$ cat src/hw/lin_xcvr_regs.svh
// Constants for the bus transceiver mode and wake control block
`ifndef LIN_XCVR_REGS_SVH
`define LIN_XCVR_REGS_SVH

`define CLK_PERIOD_NS      8
`define WAKE_FILTER_US     30
`define WAKE_FILTER_MAX_US 150
`define WAKE_FILTER_CYC \
    ((`WAKE_FILTER_US * 1000 + `CLK_PERIOD_NS - 1) / `CLK_PERIOD_NS)
`define WAKE_FILTER_MAX_CYC \
    ((`WAKE_FILTER_MAX_US * 1000) / `CLK_PERIOD_NS)

`define SLOPE_LOW_RST      1'b0
`define SLOPE_OFF_RST      1'b0
`define PIN_RST            4'hb
`define PIN_BUS            0
`define PIN_TXD            1
`define PIN_UV             2
`define PIN_SSN            3

`define EV_WAKE            2'h1
`define EV_TX_TIMEOUT      2'h2
`define EV_CLAMP           2'h3
`define EV_FIFO_DEPTH      32

`endif

$ cat src/hw/lin_xcvr_pkg.sv
// Types shared by the bus transceiver control block
package lin_xcvr_pkg;
    typedef enum logic [4:0] {
        SYS_NORMAL   = 5'h01,
        SYS_STOP     = 5'h02,
        SYS_SLEEP    = 5'h04,
        SYS_RESTART  = 5'h08,
        SYS_FAILSAFE = 5'h10
    } sys_mode_t;
    typedef enum logic [1:0] {
        XM_OFF    = 2'h0,
        XM_WAKE   = 2'h1,
        XM_RXONLY = 2'h2,
        XM_NORMAL = 2'h3
    } xcvr_mode_t;
    typedef enum logic [4:0] {
        WK_WAIT = 5'h01,
        WK_REC  = 5'h02,
        WK_DOM  = 5'h04,
        WK_LONG = 5'h08,
        WK_DONE = 5'h10
    } wake_state_t;
endpackage

$ cat src/hw/dom_timer.sv
// Level duration timer restarted whenever the watched level drops
`timescale 1ns/1ps
`default_nettype none
module dom_timer #(
    parameter int LIMIT = 16
) (
    // Clock and reset
    input  wire logic clk,
    input  wire logic rst_b,
    // Level
    input  wire logic active,
    output var  logic expired
);
    localparam int W = $clog2(LIMIT + 1);
    localparam logic [W-1:0] LIM = W'(LIMIT);
    logic [W-1:0] count;

    if (LIMIT < 1)
    begin : g_chk
        $error("dom_timer LIMIT must be at least one");
    end

    // Saturating so a held level keeps the expiry asserted
    always_ff @(posedge clk or negedge rst_b)
    begin
        if (!rst_b)
            count <= '0;
        else if (!active)
            count <= '0;
        else if (count != LIM)
            count <= count + W'(1);
    end

    assign expired = active && (count == LIM);
endmodule
`default_nettype wire

$ cat src/hw/event_fifo.sv
// Event record FIFO with valid and ready on both sides
`timescale 1ns/1ps
`default_nettype none
module event_fifo #(
    parameter int W     = 8,
    parameter int DEPTH = 32
) (
    // Clock and reset
    input  wire logic         clk,
    input  wire logic         rst_b,
    // Fill side
    input  wire logic         in_valid,
    input  wire logic [W-1:0] in_data,
    output var  logic         in_ready,
    // Drain side
    output var  logic         out_valid,
    output var  logic [W-1:0] out_data,
    input  wire logic         out_ready
);
    localparam int AW = $clog2(DEPTH);
    localparam logic [AW-1:0] LAST = AW'(DEPTH - 1);
    localparam logic [AW:0]   FULL = (AW + 1)'(DEPTH);
    logic [W-1:0]  mem [DEPTH];
    logic [AW-1:0] wp;
    logic [AW-1:0] rp;
    logic [AW:0]   cnt;
    logic          push;
    logic          pop;

    if (DEPTH < 2)
    begin : g_chk
        $error("event_fifo DEPTH must be at least two");
    end

    assign in_ready  = cnt != FULL;
    assign out_valid = cnt != '0;
    assign out_data  = mem[rp];
    assign push      = in_valid && in_ready;
    assign pop       = out_valid && out_ready;

    always_ff @(posedge clk)
    begin
        if (push)
            mem[wp] <= in_data;
    end

    always_ff @(posedge clk or negedge rst_b)
    begin
        if (!rst_b)
        begin
            wp  <= '0;
            rp  <= '0;
            cnt <= '0;
        end
        else
        begin
            if (push)
                wp <= (wp == LAST) ? '0 : wp + AW'(1);
            if (pop)
                rp <= (rp == LAST) ? '0 : rp + AW'(1);
            if (push && !pop)
                cnt <= cnt + (AW + 1)'(1);
            else if (pop && !push)
                cnt <= cnt - (AW + 1)'(1);
        end
    end
endmodule
`default_nettype wire

$ cat src/hw/lin_xcvr_ctrl.sv
// Bus transceiver mode, enabling, wake and fault control
`timescale 1ns/1ps
`default_nettype none
`include "lin_xcvr_regs.svh"
module lin_xcvr_ctrl #(
    parameter int EN_CYCLES     = 1250,
    parameter int TXD_TO_CYCLES = 1250000,
    parameter int BUS_TO_CYCLES = 1250000
) (
    // Clock and reset
    input  wire logic                    clk,
    input  wire logic                    rst_b,
    // System state
    input  wire lin_xcvr_pkg::sys_mode_t sys_mode,
    input  wire logic                    watchdog_enabled,
    input  wire logic                    watchdog_on_bus_wake,
    // Serial configuration
    input  wire logic                    mode_wr,
    input  wire lin_xcvr_pkg::xcvr_mode_t mode_req,
    input  wire logic                    cfg_wr,
    input  wire logic                    low_slope_in,
    input  wire logic                    flash_in,
    input  wire logic                    serial_select_n,
    input  wire logic                    fail_clear,
    input  wire logic                    wake_clear,
    // Pins
    input  wire logic                    bus_level_in,
    output var  logic                    bus_drive_out,
    output var  logic                    bus_drive_oe,
    input  wire logic                    bus_transmit_input,
    output var  logic                    rxd_out,
    input  wire logic                    supply_uv,
    // Status
    output var  lin_xcvr_pkg::xcvr_mode_t first_transceiver_mode_field,
    output var  logic                    first_transceiver_fail_flag,
    output var  logic                    bus_wake_flag,
    output var  logic                    int_n,
    output var  logic                    restart_req,
    output var  logic                    main_supply_ramp,
    output var  logic                    watchdog_enable_req,
    output var  logic                    low_slope_select,
    output var  logic                    slope_off,
    // Event records
    output var  logic                    ev_valid,
    output var  logic [6:0]              ev_data,
    input  wire logic                    ev_ready
);
    import lin_xcvr_pkg::*;

    // ************************************************************
    // Pin synchronisers
    // ************************************************************
    localparam int NP = 4;
    localparam logic [NP-1:0] PIN_RST = `PIN_RST;
    logic [NP-1:0] pin_raw;
    logic [NP-1:0] pin_s;

    if (EN_CYCLES < 1 || TXD_TO_CYCLES < 1 || BUS_TO_CYCLES < 1)
    begin : g_chk_t
        $error("lin_xcvr_ctrl timing counts must be positive");
    end
    if (`WAKE_FILTER_CYC > `WAKE_FILTER_MAX_CYC)
    begin : g_chk_w
        $error("lin_xcvr_ctrl wake filter exceeds its limit");
    end

    assign pin_raw = {serial_select_n, supply_uv,
                      bus_transmit_input, bus_level_in};

    // A change counts only once the second and third stage agree
    for (genvar i = 0; i < NP; i++)
    begin : g_sync
        logic [2:0] sh;
        logic       st;
        always_ff @(posedge clk or negedge rst_b)
        begin
            if (!rst_b)
            begin
                sh <= {3{PIN_RST[i]}};
                st <= PIN_RST[i];
            end
            else
            begin
                sh <= {sh[1:0], pin_raw[i]};
                if (sh[1] == sh[2])
                    st <= sh[2];
            end
        end
        assign pin_s[i] = st;
    end

    logic bus_dom;
    logic txd_dom;
    logic uv;
    logic ssn;
    assign bus_dom = !pin_s[`PIN_BUS];
    assign txd_dom = !pin_s[`PIN_TXD];
    assign uv      = pin_s[`PIN_UV];
    assign ssn     = pin_s[`PIN_SSN];

    // ************************************************************
    // System mode tracking
    // ************************************************************
    sys_mode_t sys_prev;
    logic      sys_chg;
    logic      rearm_sys;
    logic      sys_run;

    always_ff @(posedge clk or negedge rst_b)
    begin
        if (!rst_b)
            sys_prev <= SYS_NORMAL;
        else
            sys_prev <= sys_mode;
    end

    assign sys_chg   = sys_mode != sys_prev;
    assign sys_run   = sys_mode == SYS_NORMAL || sys_mode == SYS_STOP;
    assign rearm_sys = sys_chg && (sys_mode == SYS_STOP ||
                       sys_mode == SYS_SLEEP || sys_mode == SYS_FAILSAFE);

    // ************************************************************
    // Transceiver mode
    // ************************************************************
    xcvr_mode_t mode;
    logic       m_norm;
    logic       m_rx;

    assign m_norm = mode == XM_NORMAL;
    assign m_rx   = mode == XM_RXONLY;

    always_ff @(posedge clk or negedge rst_b)
    begin
        if (!rst_b)
            mode <= XM_OFF;
        else if (sys_chg && sys_mode == SYS_FAILSAFE)
            mode <= XM_WAKE;
        else if (mode_wr)
        begin
            unique case (mode_req)
                XM_OFF:    mode <= XM_OFF;
                XM_WAKE:   mode <= XM_WAKE;
                XM_RXONLY,
                XM_NORMAL:
                begin
                    if (sys_mode == SYS_NORMAL)
                        mode <= mode_req;
                end
            endcase
        end
        else if (!sys_run && (m_norm || m_rx))
            mode <= XM_WAKE;
    end

    // ************************************************************
    // Wake detection
    // ************************************************************
    wake_state_t wk;
    logic        wf_exp;
    logic        wake_fire;
    logic        ev_pend;

    dom_timer #(
        .LIMIT (`WAKE_FILTER_CYC)
    ) u_wake_filt (
        .clk     (clk),
        .rst_b   (rst_b),
        .active  (wk == WK_DOM && bus_dom),
        .expired (wf_exp)
    );

    // A full event queue holds the wake back rather than losing it
    assign wake_fire = wk == WK_LONG && !bus_dom && !ev_pend;

    always_ff @(posedge clk or negedge rst_b)
    begin
        if (!rst_b)
            wk <= WK_WAIT;
        else if (mode != XM_WAKE || rearm_sys)
            wk <= WK_WAIT;
        else
        begin
            unique case (wk)
                WK_WAIT: if (!bus_dom) wk <= WK_REC;
                WK_REC:  if (bus_dom) wk <= WK_DOM;
                WK_DOM:
                begin
                    if (!bus_dom)
                        wk <= WK_REC;
                    else if (wf_exp)
                        wk <= WK_LONG;
                end
                WK_LONG: if (wake_fire) wk <= WK_DONE;
                WK_DONE: wk <= WK_DONE;
            endcase
        end
    end

    // ************************************************************
    // Wake consequences
    // ************************************************************
    always_ff @(posedge clk or negedge rst_b)
    begin
        if (!rst_b)
        begin
            bus_wake_flag       <= 1'b0;
            int_n               <= 1'b1;
            restart_req         <= 1'b0;
            main_supply_ramp    <= 1'b0;
            watchdog_enable_req <= 1'b0;
        end
        else
        begin
            if (wake_fire)
                bus_wake_flag <= 1'b1;
            else if (wake_clear)
                bus_wake_flag <= 1'b0;
            if (wake_fire && sys_run)
                int_n <= 1'b0;
            else if (wake_clear)
                int_n <= 1'b1;
            restart_req <= wake_fire && !sys_run;
            main_supply_ramp <= wake_fire && (sys_mode == SYS_SLEEP ||
                                sys_mode == SYS_FAILSAFE);
            watchdog_enable_req <= wake_fire && sys_mode == SYS_STOP &&
                                   watchdog_on_bus_wake &&
                                   !watchdog_enabled;
        end
    end

    // ************************************************************
    // Enabling and transmit path
    // ************************************************************
    logic en_done;
    logic tx_arm;
    logic txd_to;
    logic bus_to;

    dom_timer #(
        .LIMIT (EN_CYCLES)
    ) u_enable (
        .clk     (clk),
        .rst_b   (rst_b),
        .active  (m_norm),
        .expired (en_done)
    );

    dom_timer #(
        .LIMIT (TXD_TO_CYCLES)
    ) u_txd_to (
        .clk     (clk),
        .rst_b   (rst_b),
        .active  (txd_dom),
        .expired (txd_to)
    );

    dom_timer #(
        .LIMIT (BUS_TO_CYCLES)
    ) u_bus_to (
        .clk     (clk),
        .rst_b   (rst_b),
        .active  (bus_dom && (m_norm || m_rx)),
        .expired (bus_to)
    );

    // A low already present at the end of enabling is never sent
    always_ff @(posedge clk or negedge rst_b)
    begin
        if (!rst_b)
            tx_arm <= 1'b0;
        else if (!m_norm)
            tx_arm <= 1'b0;
        else if (en_done && !txd_dom)
            tx_arm <= 1'b1;
    end

    always_ff @(posedge clk or negedge rst_b)
    begin
        if (!rst_b)
        begin
            bus_drive_out <= 1'b0;
            bus_drive_oe  <= 1'b0;
            rxd_out       <= 1'b1;
        end
        else
        begin
            bus_drive_out <= 1'b0;
            bus_drive_oe  <= m_norm && tx_arm && txd_dom &&
                             !txd_to && !uv;
            if (m_norm || m_rx)
                rxd_out <= uv || !bus_dom;
            else
                rxd_out <= !(mode == XM_WAKE && wk == WK_DONE);
        end
    end

    always_ff @(posedge clk or negedge rst_b)
    begin
        if (!rst_b)
            first_transceiver_fail_flag <= 1'b0;
        else if ((txd_to && m_norm) || bus_to)
            first_transceiver_fail_flag <= 1'b1;
        else if (fail_clear)
            first_transceiver_fail_flag <= 1'b0;
    end

    assign first_transceiver_mode_field = mode;

    // ************************************************************
    // Slope selection
    // ************************************************************
    logic pend_low;
    logic pend_flash;
    logic ssn_prev;

    always_ff @(posedge clk or negedge rst_b)
    begin
        if (!rst_b)
        begin
            pend_low         <= `SLOPE_LOW_RST;
            pend_flash       <= `SLOPE_OFF_RST;
            ssn_prev         <= 1'b1;
            low_slope_select <= `SLOPE_LOW_RST;
            slope_off        <= `SLOPE_OFF_RST;
        end
        else
        begin
            ssn_prev <= ssn;
            if (cfg_wr && sys_mode == SYS_NORMAL)
            begin
                pend_low   <= low_slope_in;
                pend_flash <= flash_in;
            end
            if (ssn && !ssn_prev)
            begin
                low_slope_select <= pend_low;
                slope_off        <= pend_flash;
            end
        end
    end

    // ************************************************************
    // Event records
    // ************************************************************
    logic [6:0] ev_word;
    logic       ev_in_ready;
    logic       fail_prev;
    logic       to_rise;

    assign to_rise = (txd_to && m_norm) && !fail_prev;

    // Fault events arriving while one waits are dropped, not queued
    always_ff @(posedge clk or negedge rst_b)
    begin
        if (!rst_b)
        begin
            ev_pend   <= 1'b0;
            ev_word   <= '0;
            fail_prev <= 1'b0;
        end
        else
        begin
            fail_prev <= (txd_to && m_norm) || bus_to;
            if (ev_pend && ev_in_ready)
                ev_pend <= 1'b0;
            else if (wake_fire)
            begin
                ev_pend <= 1'b1;
                ev_word <= {`EV_WAKE, sys_mode};
            end
            else if (!ev_pend && (to_rise || (bus_to && !fail_prev)))
            begin
                ev_pend <= 1'b1;
                ev_word <= {to_rise ? `EV_TX_TIMEOUT : `EV_CLAMP,
                            sys_mode};
            end
        end
    end

    event_fifo #(
        .W     (7),
        .DEPTH (`EV_FIFO_DEPTH)
    ) u_events (
        .clk       (clk),
        .rst_b     (rst_b),
        .in_valid  (ev_pend),
        .in_data   (ev_word),
        .in_ready  (ev_in_ready),
        .out_valid (ev_valid),
        .out_data  (ev_data),
        .out_ready (ev_ready)
    );
endmodule
`default_nettype wire

$ cat config.mk
export PLATFORM = sky130hd
export DESIGN_NAME = lin_xcvr_ctrl
export DESIGN_NICKNAME = d
export VERILOG_FILES = /design/src/hw/lin_xcvr_pkg.sv /design/src/hw/dom_timer.sv /design/src/hw/event_fifo.sv /design/src/hw/lin_xcvr_ctrl.sv
export VERILOG_INCLUDE_DIRS = /design/src /design/src/hw
export SDC_FILE = /design/constraint.sdc
export NUM_CORES = 1
export LEC_CHECK = 0
export BUFFER_PORTS_ARGS = -buffer_cell sky130_fd_sc_hd__buf_2
export CAP_MARGIN = 20
export CORE_UTILIZATION = 40
export CTS_CLUSTER_SIZE = 24
export DETAILED_ROUTE_END_ITERATION = 6
export GPL_TIMING_DRIVEN = 0
export MAX_ROUTING_LAYER = met4
export PLACE_DENSITY = 0.66
export SLEW_MARGIN = 20
export SYNTH_ARGS = -nofsm -noshare
export SYNTH_HDL_FRONTEND = slang
export SYNTH_SLANG_ARGS = --single-unit
$ cat constraint.sdc
create_clock -name clk -period 8.8 [get_ports clk]
set_input_delay 0.88 -clock clk [delete_from_list [all_inputs] [get_ports clk]]
set_output_delay 0.88 -clock clk [all_outputs]
set_load 0.01 [all_outputs]
==> impl_metrics.prom <==
# TYPE chip_impl_metric gauge
chip_impl_info{name="run_status",value="completed"} 1
chip_impl_metric{name="finalCriticalPeriod",unit="ps"} 4046
chip_impl_metric{name="synth_seq_area_share",unit=""} 0.6659
chip_impl_metric{name="p_seq_frac",unit=""} 0.531
chip_impl_metric{name="portion_of_total_power_attributed_to_the_clock_network",unit=""} 0.445
chip_impl_metric{name="timing.hold.ws",unit="ps"} 223.9
chip_impl_metric{name="vdd_ir_drop_max",unit="mV"} 0.1442
chip_impl_metric{name="drt-wirelength-per-cell",unit="um"} 17.92
chip_impl_metric{name="post_cts_resize_count",unit=""} 0
chip_impl_metric{name="groute.usage.overall",unit=""} 0.1605
chip_impl_metric{name="reg2reg_slack",unit="ps"} 5270
chip_impl_metric{name="design.die.area",unit="um2"} 38510
chip_impl_info{name="clock_tree.root_cell",value="sky130_fd_sc_hd__clkbuf_16"} 1
chip_impl_metric{name="io_pins",unit=""} 43
chip_impl_metric{name="grt_first_pass_wirelength",unit="um"} 46860
chip_impl_info{name="cp_cell_sequence",value="clkbuf_1 > clkbuf_1 > mux4_2 > mux4_2 > mux2_2 > buf_2"} 1
chip_impl_metric{name="share_of_cells_above_drive_strength_1",unit=""} 0.1929
chip_impl_metric{name="fmaxAchievable",unit="MHz"} 247.1
chip_impl_metric{name="number_of_nets_with_antenna_violations_after_routing",unit=""} 0
chip_impl_metric{name="slew_violations",unit=""} 0
chip_impl_metric{name="antenna_found_initial",unit=""} 0
chip_impl_metric{name="die_width",unit="um"} 196.3
chip_impl_metric{name="synth_async_sr_flop_share",unit=""} 0.3708
chip_impl_info{name="critPathLaunchType",value="register"} 1
chip_impl_metric{name="grt_pass1_vias",unit=""} 8400
chip_impl_metric{name="cts.hold.buffers_added",unit=""} 0
chip_impl_metric{name="syn-mean-instance-area",unit="um2"} 15.26
chip_impl_info{name="crit_path_end_kind",value="output port"} 1
chip_impl_metric{name="synth_nets",unit=""} 1033
chip_impl_info{name="critical_path.reg2reg.endpoint",value="u_events.cnt[5]"} 1
chip_impl_metric{name="drtIter0Drc",unit=""} 615
chip_impl_metric{name="initial_core_util",unit=""} 0.4093
chip_impl_metric{name="grt_remaining_overflow",unit=""} 0
chip_impl_metric{name="setup_viol_count_final",unit=""} 0
chip_impl_info{name="worstSetupPathType",value="reg -> out"} 1
chip_impl_metric{name="row_count",unit=""} 70
chip_impl_metric{name="vias",unit=""} 8384
chip_impl_metric{name="synth_enable_flop_cells",unit=""} 224
chip_impl_metric{name="layout_worst_path_cycle_share",unit=""} 0.4598
chip_impl_metric{name="yosysUniqueCellTypes",unit=""} 59
chip_impl_metric{name="internal_power",unit="uW"} 2745
chip_impl_info{name="timing.rr.start",value="u_events.cnt[0]"} 1
chip_impl_metric{name="insertion_delay_of_the_later_clocked_pin_in_the_worst_skew_pair",unit="ps"} 520
chip_impl_metric{name="crit_required",unit="ps"} 7920
chip_impl_metric{name="ys_seq_elements",unit=""} 356
chip_impl_metric{name="p_leak",unit="uW"} 0.005786
chip_impl_metric{name="vias_per_cell",unit=""} 5.230
chip_impl_info{name="critical_path.top_delay_family",value="multiplexers"} 1
chip_impl_metric{name="netlist_instances",unit=""} 989
chip_impl_metric{name="drcViolationCount",unit=""} 0
chip_impl_info{name="rsz0062_at_grt",value="false"} 1
chip_impl_info{name="timing.critical_path.from",value="u_events.rp[2]"} 1
chip_impl_metric{name="final_hold_violating_endpoints",unit=""} 0
chip_impl_metric{name="largest_net_degree_at_the_start_of_global_routing",unit=""} 98
chip_impl_metric{name="sw_frac_of_total",unit=""} 0.2031
chip_impl_metric{name="wirelength",unit="um"} 28720
chip_impl_metric{name="setup_total_negative_slack",unit="ps"} 0
chip_impl_metric{name="finalNetCount",unit=""} 1114
chip_impl_metric{name="power_switching",unit="uW"} 699.8
chip_impl_metric{name="relSlewSlack",unit=""} 0.2870
chip_impl_metric{name="final.setup_skew",unit="ps"} 19.60
chip_impl_metric{name="clock_sink_count",unit=""} 356
chip_impl_metric{name="synth_area",unit="um2"} 15090
chip_impl_info{name="worst_path_max_delay_cell",value="sky130_fd_sc_hd__clkbuf_1"} 1
chip_impl_metric{name="cp.arrival",unit="ps"} 3170
chip_impl_info{name="holdCritPathClass",value="in -> async"} 1
chip_impl_metric{name="ctsHtreeMaxLevel",unit=""} 2
chip_impl_metric{name="pwr_density_cell",unit="nW/um2"} 200.5
chip_impl_metric{name="number_of_buffers_on_the_longest_clock_path",unit=""} 3
chip_impl_info{name="synth.top_cells.by_area",value="sky130_fd_sc_hd__edfxtp_1, sky130_fd_sc_hd__dfrtp_1, sky130_fd_sc_hd__mux4_2"} 1
chip_impl_metric{name="cp_num_buf_inv",unit=""} 3
chip_impl_metric{name="worst_r2r_path_cells",unit=""} 12
chip_impl_metric{name="place_hpwl",unit="um"} 19200
chip_impl_info{name="clock_tree_from_tritoncts",value="done"} 1
chip_impl_metric{name="post-cts-setup-buffer-count",unit=""} 0
chip_impl_metric{name="worst-path-max-fanout",unit=""} 10
chip_impl_metric{name="cts.reportedPaths.clkPinSlew",unit="ps"} 60
chip_impl_metric{name="synth_top_area_frac",unit=""} 0.4457
chip_impl_info{name="yosys.area.top_type",value="sky130_fd_sc_hd__edfxtp_1"} 1
chip_impl_metric{name="max_cap_violations",unit=""} 0
chip_impl_metric{name="portBuffers",unit=""} 41
chip_impl_metric{name="ys_warn_count",unit=""} 0
chip_impl_metric{name="core_area",unit="um2"} 36870
chip_impl_metric{name="syn_to_final_growth",unit="%"} 13.83
chip_impl_metric{name="globalplace.congestion",unit=""} 0.8133
chip_impl_metric{name="cts_inserted_buffers",unit=""} 37
chip_impl_metric{name="antenna_cells_inserted",unit=""} 0
chip_impl_info{name="synth_ff_type",value="sky130_fd_sc_hd__edfxtp_1"} 1
chip_impl_metric{name="worst-slew-pin-transition",unit="ps"} 1069
chip_impl_info{name="post_synth_most_frequent_cells",value="sky130_fd_sc_hd__edfxtp_1, sky130_fd_sc_hd__nor2_1, sky130_fd_sc_hd__dfrtp_1, sky130_fd_sc_hd__mux4_2, sky130_fd_sc_hd__nand2_1"} 1
chip_impl_metric{name="detailedRoute.firstPassIterationCount",unit=""} 5
chip_impl_info{name="cell_with_the_most_instances_after_synthesis",value="sky130_fd_sc_hd__edfxtp_1"} 1
chip_impl_metric{name="num-fill-cells",unit=""} 3165
chip_impl_metric{name="die-height",unit="um"} 196.3
chip_impl_metric{name="critPathMaxStageDelay",unit="ps"} 660
chip_impl_metric{name="comb_pwr_share",unit=""} 0.023
[sequential cells by signal, indices dropped and copies added, names as in the netlist, 6 cells and up]
register,count
g_sync.sh,12
u_events.cnt,6
ev_word,7
u_bus_to.count,21
u_txd_to.count,21
u_events.mem,224
u_wake_filt.count,12
u_enable.count,11
[metrics by stage]
| stage | utilization | instance area, um2 | instances | power (uW) | setup WS [ps] |
|---|---|---|---|---|---|
| global route | 0.4659 | 17180 | 1603 | 3551 | 4634 |
| CTS | 0.4658 | 17170 | 1603 | 3479 | 4689 |
| global placement | 0.4320 | 15930 | 1534 | 1939 | 4989 |
| floorplan | - | 15090 | 989 | 1899 | 5769 |
| finish | 0.4659 | 17180 | 1603 | 3445 | 4754 |
| detailed placement | 0.4330 | 15970 | 1535 | 1945 | 5262 |
[placed cells by master (no fill, tap or decap), types with 22 or more instances in the layout]
master,instances
sky130_fd_sc_hd__clkbuf_1,39
sky130_fd_sc_hd__buf_2,44
sky130_fd_sc_hd__xnor2_1,30
sky130_fd_sc_hd__nand3_1,31
sky130_fd_sc_hd__nand2_1,55
sky130_fd_sc_hd__xor2_1,27
sky130_fd_sc_hd__o21ai_0,33
sky130_fd_sc_hd__inv_1,22
sky130_fd_sc_hd__clkbuf_16,39
sky130_fd_sc_hd__dfrtp_1,110
sky130_fd_sc_hd__edfxtp_1,224
sky130_fd_sc_hd__nor2_1,117
sky130_fd_sc_hd__mux4_2,62
[power by group through the flow]
stage	clock network (uW)	logic [uW]	registers, uW
3_3_place_gp	0	77.5	1860
2_1_floorplan	0	44.1	1850
5_1_grt	1630	91.3	1830
3_5_place_dp	0	81.4	1860
4_1_cts	1570	81.7	1830
6_report	1530	80.6	1830
[final cells by class]
class / instances / area [um2] / share of cell area
sequential: 356 / 10060 / 0.5854
multi-input combinational: 573 / 4752 / 0.2766
clock buffer: 59 / 1131 / 0.06584
tap: 504 / 630.6 / 0.03671
timing repair buffer: 42 / 242.7 / 0.01413
buffer: 37 / 203.9 / 0.01187
inverter: 23 / 86.33 / 0.005025
clock inverter: 9 / 76.32 / 0.004443
[worst max path at each step]
| stage | end | depth (start not counted) | slack (ps) |
|---|---|---|---|
| after detailed placement | ev_data[3] | 6 | 5260 |
| after global placement | u_events.rp[2] | 1 | 4990 |
| after floorplan | u_events.cnt[5] | 12 | 5770 |
| after CTS | ev_data[3] | 6 | 4690 |
| after global routing | ev_data[4] | 6 | 4630 |
| final | ev_data[3] | 6 | 4750 |
[logic make-up after synthesis]
family,after synthesis,synth area share
other cells,1,0.0002485
mux,92,0.1226
compound gates,75,0.03084
simple gates,322,0.1067
buf+inv,60,0.01923
flops,356,0.6659
fa+ha+maj,26,0.02139
xor+xnor,57,0.03308
[routing by layer]
layer	vias up	global-route usage	wire length, um
met5	-	-	0
met4	0	0.04282	519
met3	43	0.02596	1355
met2	213	0.2457	13130
met1	4219	0.2234	13710
li1	3909	-	-
No activity file was read; power rests on OpenSTA's default activity.
